File: src/include/dog_timer_defs.vh
`ifndef DOG_TIMER_DEFS_VH
`define DOG_TIMER_DEFS_VH

// Register addresses
`define ADDR_DOG_CONTROL   8'hC9
`define ADDR_DOG_IRQ_FLAG  8'hCA
`define ADDR_DOG_IRQ_EN    8'hCB
`define ADDR_DOG_STATUS    8'hCC

// Control register fields
`define CTL_CLR_HI         7
`define CTL_CLR_LO         4
`define CTL_EN_BIT         3
`define CTL_MODE_BIT       2
`define CTL_INT_HI         1
`define CTL_INT_LO         0
`define CTL_RESET          8'h00

// Single-bit flag and enable registers
`define IRQ_BIT            0

// Timer mode clear bit within the key field
`define CLR_TIMER_BIT      0

// Status register fields
`define STS_RUN_BIT        0
`define STS_LOCK_BIT       1
`define STS_ARMED_BIT      2
`define STS_PEND_BIT       3

// Mode bit values
`define MODE_WATCHDOG      1'b0
`define MODE_TIMER         1'b1

// Clear keys
`define KEY_FIRST          4'hA
`define KEY_SECOND         4'h5

// Interval select codes and terminal counts
`define INT_SEL_32768      2'h0
`define INT_SEL_8192       2'h1
`define INT_SEL_512        2'h2
`define INT_SEL_64         2'h3
`define TERM_32768         15'h7FFF
`define TERM_8192          15'h1FFF
`define TERM_512           15'h01FF
`define TERM_64            15'h003F

// Power modes
`define PWR_ACTIVE         3'h0
`define PWR_LIGHT          3'h1
`define PWR_FIRST_LOW      3'h2
`define PWR_DEEP           3'h3
`define PWR_DEEPEST        3'h4

// Timing
`define CLK_PERIOD_NS      10
`define HALF_WDCLK_NS      15258
`define KEY_WIN_CYC        (`HALF_WDCLK_NS / `CLK_PERIOD_NS)

`endif

File: src/rtl/dog_timer_unit.v
// Implementation choice: the plain strobed port.
`timescale 1ns/1ps
`include "dog_timer_defs.vh"

// Functional notes
// - Disabled and not counting after reset
// - Hidden 15-bit up-counter on slow ticks
// - Deep sleeps stop and zero counter, drop keys
// - Watchdog mode starts on enable write
// - Watchdog enable cannot be cleared
// - Mode locked once watchdog enabled
// - Interval codes: 32768, 8192, 512, 64
// - Watchdog expiry requests system reset
// - Keys 1010 then 0101 clear counter
// - Late or wrong second key: no clear
// - Sequence begun in time still clears
// - Clear field ignored while disabled
// - Interval writable while running
// - No flag or interrupt in watchdog
// - Timer mode sets flag, gated interrupt
// - Timer mode clear bit zeroes counter
// - Timer stop, restart from zero
// - Timer mode never resets system
// - Active and light sleep reset on expiry
// - First low power defers, resets on resume before next tick
module dog_timer_unit #(
    parameter CNT_WIDTH = 15,
    parameter WIN_WIDTH = 11
) (
    // Clock and reset
    input  wire       clk,
    input  wire       rstn,
    // Register port
    input  wire [7:0] addr,
    input  wire [7:0] wdata,
    input  wire       wr_stb,
    input  wire       rd_stb,
    output reg  [7:0] rdata,
    // Low-speed oscillator tick, one cycle per period
    input  wire       osc_tick,
    // Chip power mode
    input  wire [2:0] power_mode,
    // Requests
    output reg        sys_reset_req,
    output reg        irq_req
);

    // Window length cut to the window counter on purpose
    localparam integer         KEY_WIN_INT = `KEY_WIN_CYC;
    localparam [WIN_WIDTH-1:0] KEY_WIN     = KEY_WIN_INT[WIN_WIDTH-1:0];
    localparam [WIN_WIDTH-1:0] WIN_ONE     = {{(WIN_WIDTH-1){1'b0}}, 1'b1};

    // Clear key sequence states
    localparam [0:0]           KEY_IDLE    = 1'b0;
    localparam [0:0]           KEY_ARMED   = 1'b1;

    // Control register fields
    reg                  en_r;
    reg                  en_nxt;
    reg                  mode_r;
    reg                  mode_nxt;
    reg  [1:0]           int_r;
    reg  [1:0]           int_nxt;
    reg  [3:0]           clr_r;
    reg  [3:0]           clr_nxt;

    // Interrupt flag and enable
    reg                  flag_r;
    reg                  flag_nxt;
    reg                  irq_en_r;
    reg                  irq_en_nxt;

    // Clear key window
    reg                  key_state_r;
    reg                  key_state_nxt;
    reg  [WIN_WIDTH-1:0] win_r;
    reg  [WIN_WIDTH-1:0] win_nxt;
    reg                  key_clear;
    wire                 armed = (key_state_r == KEY_ARMED);

    // Expiry held in first low power mode
    reg                  pend_r;
    reg                  pend_nxt;

    reg                  reset_nxt;
    reg  [7:0]           rdata_nxt;

    // Decode helpers
    wire ctl_wr   = wr_stb && (addr == `ADDR_DOG_CONTROL);
    wire flag_wr  = wr_stb && (addr == `ADDR_DOG_IRQ_FLAG);
    wire ien_wr   = wr_stb && (addr == `ADDR_DOG_IRQ_EN);
    wire [3:0] key = wdata[`CTL_CLR_HI:`CTL_CLR_LO];
    wire wd_lock  = en_r && (mode_r == `MODE_WATCHDOG);
    // Keys count only once enabled
    wire dog_key_wr   = ctl_wr && en_r && (mode_r == `MODE_WATCHDOG);
    wire timer_key_wr = ctl_wr && en_r && (mode_r == `MODE_TIMER);
    reg  deep;
    reg  awake;
    reg  low_one;

    // Power mode decode; spare codes count but never reset
    always @* begin
        deep    = 1'b0;
        awake   = 1'b0;
        low_one = 1'b0;
        if (power_mode == `PWR_ACTIVE || power_mode == `PWR_LIGHT) begin
            awake = 1'b1;
        end else if (power_mode == `PWR_FIRST_LOW) begin
            low_one = 1'b1;
        end else if (power_mode == `PWR_DEEP || power_mode == `PWR_DEEPEST) begin
            deep = 1'b1;
        end
    end

    // Counter control
    reg  [CNT_WIDTH-1:0] term;
    reg                  cnt_clear;
    wire                 run = en_r && !deep;
    wire                 expire;

    always @* begin
        case (int_r)
            `INT_SEL_32768: term = `TERM_32768;
            `INT_SEL_8192:  term = `TERM_8192;
            `INT_SEL_512:   term = `TERM_512;
            default:        term = `TERM_64;
        endcase
    end

    // Interval and key field writes
    always @* begin
        int_nxt = int_r;
        clr_nxt = clr_r;
        if (ctl_wr) begin
            int_nxt = wdata[`CTL_INT_HI:`CTL_INT_LO];
            if (en_r) begin
                clr_nxt = key;
            end
        end
    end

    // Mode and enable writes
    always @* begin
        en_nxt   = en_r;
        mode_nxt = mode_r;
        if (ctl_wr && !wd_lock) begin
            mode_nxt = wdata[`CTL_MODE_BIT];
            en_nxt   = wdata[`CTL_EN_BIT];
        end
    end

    always @* begin
        key_state_nxt = key_state_r;
        key_clear     = 1'b0;
        case (key_state_r)
            KEY_IDLE: begin
                if (dog_key_wr && key == `KEY_FIRST) begin
                    key_state_nxt = KEY_ARMED;
                end
            end
            KEY_ARMED: begin
                if (win_r == WIN_ONE) begin
                    key_state_nxt = KEY_IDLE;
                end
                if (dog_key_wr) begin
                    if (key == `KEY_FIRST) begin
                        // A repeated first key reopens the window
                        key_state_nxt = KEY_ARMED;
                    end else if (key == `KEY_SECOND) begin
                        key_clear     = 1'b1;
                        key_state_nxt = KEY_IDLE;
                    end else begin
                        key_state_nxt = KEY_IDLE;
                    end
                end
            end
        endcase
        // deep sleeps drop a half-done sequence
        if (deep) begin
            key_state_nxt = KEY_IDLE;
        end
    end

    // Key window countdown
    always @* begin
        win_nxt = win_r;
        if (armed) begin
            win_nxt = win_r - WIN_ONE;
        end
        if (dog_key_wr && key == `KEY_FIRST) begin
            win_nxt = KEY_WIN;
        end
    end

    // Counter clear sources
    always @* begin
        cnt_clear = key_clear;
        if (timer_key_wr && key[`CLR_TIMER_BIT]) begin
            cnt_clear = 1'b1;
        end
        if (!en_r && en_nxt) begin
            cnt_clear = 1'b1;
        end
        if (deep) begin
            cnt_clear = 1'b1;
        end
    end

    dog_interval_counter #(
        .WIDTH (CNT_WIDTH)
    ) u_counter (
        .clk    (clk),
        .rstn   (rstn),
        .tick   (osc_tick),
        .run    (run),
        .clear  (cnt_clear),
        .term   (term),
        .expire (expire)
    );

    // Interrupt enable bit
    always @* begin
        irq_en_nxt = irq_en_r;
        if (ien_wr) begin
            irq_en_nxt = wdata[`IRQ_BIT];
        end
    end

    // Interrupt flag; a set in the same cycle beats a clear
    always @* begin
        flag_nxt = flag_r;
        // Write one clears
        if (flag_wr && wdata[`IRQ_BIT]) begin
            flag_nxt = 1'b0;
        end
        if (expire && mode_r == `MODE_TIMER) begin
            flag_nxt = 1'b1;
        end
    end

    // Expiry held in first low power mode
    always @* begin
        pend_nxt = pend_r;
        // Held expiry lapses at next slow tick
        if (osc_tick || cnt_clear) begin
            pend_nxt = 1'b0;
        end
        // hold off in first low power
        if (expire && mode_r == `MODE_WATCHDOG && low_one) begin
            pend_nxt = 1'b1;
        end
    end

    // System reset request, held until chip reset
    always @* begin
        reset_nxt = sys_reset_req;
        if (expire && mode_r == `MODE_WATCHDOG && awake) begin
            reset_nxt = 1'b1;
        end
        if (pend_r && awake) begin
            reset_nxt = 1'b1;
        end
    end

    // Read mux, data valid one cycle later
    always @* begin
        rdata_nxt = 8'h00;
        if (rd_stb) begin
            if (addr == `ADDR_DOG_CONTROL) begin
                rdata_nxt[`CTL_CLR_HI:`CTL_CLR_LO] = clr_r;
                rdata_nxt[`CTL_EN_BIT]             = en_r;
                rdata_nxt[`CTL_MODE_BIT]           = mode_r;
                rdata_nxt[`CTL_INT_HI:`CTL_INT_LO] = int_r;
            end else if (addr == `ADDR_DOG_IRQ_FLAG) begin
                rdata_nxt[`IRQ_BIT] = flag_r;
            end else if (addr == `ADDR_DOG_IRQ_EN) begin
                rdata_nxt[`IRQ_BIT] = irq_en_r;
            end else if (addr == `ADDR_DOG_STATUS) begin
                rdata_nxt[`STS_PEND_BIT]  = pend_r;
                rdata_nxt[`STS_ARMED_BIT] = armed;
                rdata_nxt[`STS_LOCK_BIT]  = wd_lock;
                rdata_nxt[`STS_RUN_BIT]   = run;
            end
        end
    end

    // all state on one clock, ticks as enables
    always @(posedge clk) begin
        if (!rstn) begin
            en_r          <= 1'b0;
            mode_r        <= `MODE_WATCHDOG;
            int_r         <= `INT_SEL_32768;
            clr_r         <= 4'h0;
            flag_r        <= 1'b0;
            irq_en_r      <= 1'b0;
            key_state_r   <= KEY_IDLE;
            win_r         <= {WIN_WIDTH{1'b0}};
            pend_r        <= 1'b0;
        end else begin
            en_r          <= en_nxt;
            mode_r        <= mode_nxt;
            int_r         <= int_nxt;
            clr_r         <= clr_nxt;
            flag_r        <= flag_nxt;
            irq_en_r      <= irq_en_nxt;
            key_state_r   <= key_state_nxt;
            win_r         <= win_nxt;
            pend_r        <= pend_nxt;
        end
    end

    // Outputs straight from flops
    always @(posedge clk) begin
        if (!rstn) begin
            sys_reset_req <= 1'b0;
            irq_req       <= 1'b0;
            rdata         <= 8'h00;
        end else begin
            sys_reset_req <= reset_nxt;
            irq_req       <= flag_nxt && irq_en_nxt;
            rdata         <= rdata_nxt;
        end
    end

endmodule

File: src/rtl/dog_interval_counter.v
`timescale 1ns/1ps
`include "dog_timer_defs.vh"

module dog_interval_counter #(
    parameter WIDTH = 15
) (
    // Clock and reset
    input  wire             clk,
    input  wire             rstn,
    // Control
    input  wire             tick,
    input  wire             run,
    input  wire             clear,
    input  wire [WIDTH-1:0] term,
    // Result
    output wire             expire
);

    reg  [WIDTH-1:0] count_r;
    reg  [WIDTH-1:0] count_nxt;

    // Count is invisible to software on purpose
    assign expire = run & tick & (count_r == term);

    always @* begin
        count_nxt = count_r;
        if (clear || expire) begin
            count_nxt = {WIDTH{1'b0}};
        end else if (run && tick) begin
            count_nxt = count_r + {{(WIDTH-1){1'b0}}, 1'b1};
        end
    end

    always @(posedge clk) begin
        if (!rstn) begin
            count_r <= {WIDTH{1'b0}};
        end else begin
            count_r <= count_nxt;
        end
    end

endmodule

File: config.mk
export PLATFORM = sky130hd
export DESIGN_NAME = dog_timer_unit
export DESIGN_NICKNAME = d
export VERILOG_FILES = /design/src/rtl/dog_timer_unit.v /design/src/rtl/dog_interval_counter.v
export VERILOG_INCLUDE_DIRS = /design/src /design/src/include
export SDC_FILE = /design/constraint.sdc
export NUM_CORES = 1
export LEC_CHECK = 0
export BUFFER_PORTS_ARGS = -buffer_cell sky130_fd_sc_hd__buf_2
export CAP_MARGIN = 5
export CORE_AREA = 2 2 62 79
export CTS_CLUSTER_DIAMETER = 30
export CTS_CLUSTER_SIZE = 25
export DETAILED_ROUTE_END_ITERATION = 7
export DIE_AREA = 0 0 64 81
export GPL_ROUTABILITY_DRIVEN = 0
export PLACE_DENSITY = 0.89
export SETUP_SLACK_MARGIN = 0.3
export SYNTH_ARGS = -nofsm -noshare
export SYNTH_HDL_FRONTEND = slang
export SYNTH_HIERARCHICAL = 1
export SYNTH_SLANG_ARGS = --single-unit
export TNS_END_PERCENT = 5
File: constraint.sdc
create_clock -name clk -period 3.59 [get_ports clk]
set_clock_uncertainty 0.2 [all_clocks]
set_input_delay 0.1795 -clock clk [delete_from_list [all_inputs] [get_ports clk]]
set_output_delay 0.1795 -clock clk [all_outputs]
set_load 0.005 [all_outputs]
# Word level (Yosys, flattened, before mapping)
# Index checks and enable logic that the tools add are counted.
dict set report totals {
  in_bits 24
  output_inout_bits 10
  elab_cells 109
  regBits 48
}
dict set report op_classes {
  n_eq_ne 14
  n_bitwise 5
  n_mux 35
  add_sub_neg 2
  reduce_logical 38
}
# op count
set ops {}
lappend ops {{$pmux W15 S3} 1}
lappend ops {{$eq A8 B8 Y1 const B} 4}
lappend ops {{$mux W1} 27}
lappend ops {{$mux W11} 2}
lappend ops {{$logic_and A1 B1 Y1} 20}
lappend ops {{$add A15 B1 Y15 const B} 1}
lappend ops {{$eq A15 B15 Y1} 1}
lappend ops {{$eq A11 B1 Y1 const B} 1}
lappend ops {{$sub A11 B1 Y11 const B} 1}
lappend ops {{$mux W4} 2}
lappend ops {{$eq A3 B2 Y1 const B} 2}
lappend ops {{$mux W3} 2}
lappend ops {{$reduce_bool A2 Y1} 3}
lappend ops {{$reduce_or A2 Y1} 3}
lappend ops {{$eq A4 B3 Y1 const B} 1}
lappend ops {{$eq A4 B4 Y1 const B} 1}
lappend ops {{$logic_or A1 B1 Y1} 4}
lappend ops {{$reduce_and A2 Y1} 2}
lappend ops {{$eq A3 B1 Y1 const B} 1}
lappend ops {{$eq A3 B3 Y1 const B} 1}
lappend ops {{$logic_not A1 Y1} 3}
lappend ops {{$logic_not A3 Y1} 1}
lappend ops {{$not A1 Y1} 3}
lappend ops {{$reduce_and A3 Y1} 1}
lappend ops {{5 further kinds} 6}

# Logic depth before layout (Yosys ltp)
dict set report depth {
  word_depth 13
  depth_mapped 12
}

# By module
# The synthesis kept the hierarchy.
# mod seq_area_each_um2 cells_each n_inst area_per_inst_um2
set by_module_without_submodules {}
lappend by_module_without_submodules {dog_timer_unit 660.6 163 1 1549.0}
lappend by_module_without_submodules {dog_interval_counter 300.3 100 1 882.1}

# Worst setup path before layout
# OpenSTA, ideal clock, no wires.
dict set report synth_path {
  path_kind {input to register}
  from {input power_mode[1]}
  to {register sys_reset_req}
  setup_slack_ps 1025
  arrival_time_ps 2307
  path_stages 12
  n_path_buf 2
  cell_sequence {nor2b_1 -> a22oi_1 -> and2_1 -> and2_1 -> clkbuf_1 -> nand4_1 -> nor4_2 -> buf_2 -> nor2b_1 -> nor2_1 -> nor3_1 -> o21a_1}
}
dict set report synth_between {
  elab_chain_cells 12
}
# element line_no
set synth_lines {}
lappend synth_lines {{from (decl)} dog_timer_unit.v:42} ;# input wire [2:0] power_mode,
lappend synth_lines {{$eq A3 B2 Y1 (no source line) / $eq A3 B3 Y1 (equally long branches)} n/a}
lappend synth_lines {{$logic_or A1 B1 Y1 (no source line)} n/a}
lappend synth_lines {{$mux W1} dog_timer_unit.v:110} ;# end else if (power_mode == `PWR_DEEP || power_mode == `PWR_DEEPEST) begin
lappend synth_lines {{$mux W1} dog_timer_unit.v:108} ;# end else if (power_mode == `PWR_FIRST_LOW) begin
lappend synth_lines {{$mux W1 *} dog_timer_unit.v:106} ;# if (power_mode == `PWR_ACTIVE || power_mode == `PWR_LIGHT) begin
lappend synth_lines {{$logic_not A1 Y1 *} dog_timer_unit.v:118} ;# wire run = en_r && !deep;
lappend synth_lines {{$logic_and A1 B1 Y1 *} dog_timer_unit.v:118}
lappend synth_lines {{via run} dog_timer_unit.v:118}
lappend synth_lines {{$and A1 B1 Y1 * (2 in series)} dog_interval_counter.v:23} ;# assign expire = run & tick & (count_r == term);
lappend synth_lines {{via expire} dog_timer_unit.v:119} ;# wire expire;
lappend synth_lines {{$logic_and A1 B1 Y1 (no source line) *} n/a}
lappend synth_lines {{$logic_and A1 B1 Y1 *} dog_timer_unit.v:257} ;# if (expire && mode_r == `MODE_WATCHDOG && awake) begin
lappend synth_lines {{$reduce_bool A2 Y1 (no source line) *} n/a}
lappend synth_lines {{to (signal assigned)} dog_timer_unit.v:319} ;# sys_reset_req <= reset_nxt;
lappend synth_lines {{to (decl)} dog_timer_unit.v:44} ;# output reg sys_reset_req,
# The timed path passes the listed nets; every way through them passes the cells marked *.
# A chain may end at the register's enable or synchronous reset.

# Final worst setup path
dict set report layout_path {
  from {register en_r}
  to {register pend_r}
}
# element line_no
set layout_rtl {}
lappend layout_rtl {{from (decl)} dog_timer_unit.v:58} ;# reg en_r;
lappend layout_rtl {{from (signal assigned)} dog_timer_unit.v:300} ;# en_r <= en_nxt;
lappend layout_rtl {{$logic_and A1 B1 Y1 *} dog_timer_unit.v:118}
lappend layout_rtl {{via run} dog_timer_unit.v:118}
lappend layout_rtl {{$and A1 B1 Y1 * (2 in series)} dog_interval_counter.v:23}
lappend layout_rtl {{via expire} dog_timer_unit.v:119}
lappend layout_rtl {{$logic_and A1 B1 Y1 (no source line) *} n/a}
lappend layout_rtl {{$logic_and A1 B1 Y1 *} dog_timer_unit.v:249} ;# if (expire && mode_r == `MODE_WATCHDOG && low_one) begin
lappend layout_rtl {{$mux W1 / $reduce_bool A2 Y1 (equally long branches)} n/a}
lappend layout_rtl {{to (signal assigned)} dog_timer_unit.v:308} ;# pend_r <= pend_nxt;
lappend layout_rtl {{to (decl)} dog_timer_unit.v:82} ;# reg pend_r;
# Marks and branches as above.

==> impl_metrics.json <==
{
  "irDropWorstVdd_mv": 0.2681,
  "postSynthCellCount": 263,
  "rows": 28,
  "end_kind": "register",
  "hold_path_class": "in2reg",
  "placedCellCount": 353,
  "via_per_inst": 5.757,
  "grt_max_degree": 34,
  "drtIter0Drc": 57,
  "die_area_mm2": 0.005184,
  "maxCapViolations": 0,
  "start_util": 0.5379,
  "finalSetupTns_ns": 0,
  "synth-warning-count": 6,
  "synth_top_flop_cell": "dfxtp_1",
  "finalWirelength_um": 5504,
  "utilization": 0.6260,
  "dp_hpwl_um": 3835,
  "worstSetupPathType": "reg2reg",
  "drt_first_pass_iters": 4,
  "cts_buffers": 5,
  "finalMaxSlewViolations": 0,
  "syn_area_mm2": 0.002431,
  "worstPathMaxFanout": 10,
  "worst_pin_slew_ns": 0.5825,
  "fmax_mhz": 351.4,
  "grt_overflow": 0,
  "synth_edf_count": 0,
  "cts_setup_buffers": 0,
  "final_cell_mix": "dfxtp_1, buf_2, xnor2_1",
  "fin_crit_ns": 2.846,
  "first_global_vias": 2054,
  "ys_ff_latch": 48,
  "layout_commonest_cell": "dfxtp_1",
  "p_per_area_mw_per_mm2": 316.3,
  "status": "completed",
  "finalHoldViolCount": 0,
  "path_clk_slew_ns": 0.09,
  "core_mm2": 0.004519,
  "yosysTopAreaCell": "dfxtp_1",
  "clockBufferDepth": 2,
  "wl_per_cell_um": 14.88,
  "critPathArrivalTime_ns": 2.90,
  "drive_gt1_frac": 0.1742,
  "syn2layout_area_growth_pct": 16.37,
  "async_flop_share": 0,
  "die_y_um": 81,
  "dpl_worst_slack_ns": 0.9933,
  "grt_pass1_wl_um": 8976,
  "diodes": 0,
  "final-instance-count-excl-fill": 370,
  "grtUsageTotal": 0.2220,
  "insertion_delay_ns": 0.30,
  "fin_crit_sh": 0.7926,
  "avgSynthCellArea_um2": 9.244,
  "io_buffers": 33,
  "synthDistinctLibCells": 52,
  "antenna_found_initial": 0,
  "setup_violations": 0,
  "clock-sinks": 48,
  "ys_seq_area_frac": 0.3953,
  "synth_area_leaders": "dfxtp_1, xnor2_1, nand2_1, nor3_1, nand4_1",
  "pin_count": 34,
  "drc": 0,
  "ant_nets": 0,
  "synth_top_cell_area_share": 0.3953,
  "cts-root-buf": "clkbuf_8",
  "r2r_slack_ns": 0.74,
  "htree_levels": 2,
  "cts_tree": "done",
  "die_x_um": 64,
  "required_ns": 3.64,
  "fill_cells": 356,
  "worst_setup_path_start_kind": "register",
  "max-slew-margin-rel": 0.6117,
  "rsz0062_at_grt": "false",
  "static-leakage-power_nw": 1.027,
  "vias": 2130,
  "fin_ws_ns": 0.7445,
  "nets": 337
}
## metrics by stage
step	hold slack [ns]	cell area, um^2	power (W)
floorplan	0.08077	2450	0.0005682
global placement	0.2380	2651	0.0005887
detailed placement	0.2464	2651	0.0005914
CTS	0.01072	2829	0.0008953
global route	0.01730	2829	0.0009193
finish	0.007529	2829	0.0008948
## cell usage after synthesis, types with 4 or more instances
library cell / number
nand4_1: 11
nand2b_1: 4
nor2_1: 9
a21boi_1: 7
nor2b_1: 6
nor3_1: 14
mux2i_1: 4
or3_1: 4
o21ai_0: 6
and2_1: 8
dfxtp_1: 48
xor2_1: 7
xnor2_1: 28
a211oi_1: 4
nand3_1: 10
nor4_1: 5
clkbuf_1: 7
nand2_1: 21
inv_1: 8
## critical path, stage by stage, from the launching register on
cell           delay, ns
dfxtp_1             0.52
and2_1              0.23
and2_1              0.25
nand4_1             0.14
nor4_2              0.22
buf_4               0.23
nor2b_1             0.18
nand4b_1            0.12
o41ai_1             0.11
dlygate4sd3_1       0.59
## kinds of logic (layout without fill, tap and decap cells)
logic type      count (synthesis)  count (layout)  share of synthesized area
compound gates                 37              37                     0.1091
simple gates                  117             117                     0.3016
flops                          48              48                     0.3953
fa+ha+maj                       3               3                    0.01544
buf+inv                        18              60                    0.03448
other cells                     1               6                   0.001543
mux                             4               4                    0.01647
xor+xnor                       35              35                     0.1261
## report_power, final
part | internal (W) | switching, W
clock | 0.000133 | 0.000174
sequential | 0.000532 | 0.000000139
combinational | 0.0000264 | 0.0000297
## registers in the layout, summed over array words and instances, names as in the netlist, 2 cells and up
name               cells
clr_r                  4
int_r                  2
rdata                  8
u_counter/count_r     15
win_r                 11
## routing by layer
metal	part of all wire	vias to the layer above	routed length, um	track usage
li1	-	1033	-	-
met1	0.39	1010	2146	0.2340
met2	0.54	69	2952	0.4156
met3	0.041	18	226	0.04848
met4	0.032	0	178	0.1065
met5	0	-	0	0
## final timing paths
| path | start | end | cells past startpoint |
|---|---|---|---|
| max reg2reg | en_r$_SDFF_PN0_ | pend_r$_SDFFE_PN0P_ | 9 |
| max | en_r$_SDFF_PN0_ | pend_r$_SDFFE_PN0P_ | 9 |
| min reg2reg | clr_r[1]$_SDFFE_PN0N_ | rdata[5]$_SDFF_PN0_ | 1 |
| min | addr[3] | rdata[0]$_SDFF_PN0_ | 3 |
## what timing repair did
| item | CTS | global route |
|---|---|---|
| hold endpoints to repair | 10 | 0 |
| hold buffers | 10 | 0 |
| resized for setup | 0 | 0 |
## layout make-up
type	instances	area (um^2)	area share
inverters	8	30.03	0.01061
clock buffers	6	72.57	0.02565
multi-input cells	202	1405	0.4967
repair buffers	45	280.3	0.09907
flip-flops and latches	48	960.9	0.3397
well taps	60	75.07	0.02654
clock inverters	1	5.005	0.001769
No activity file was read; power rests on OpenSTA's default activity.
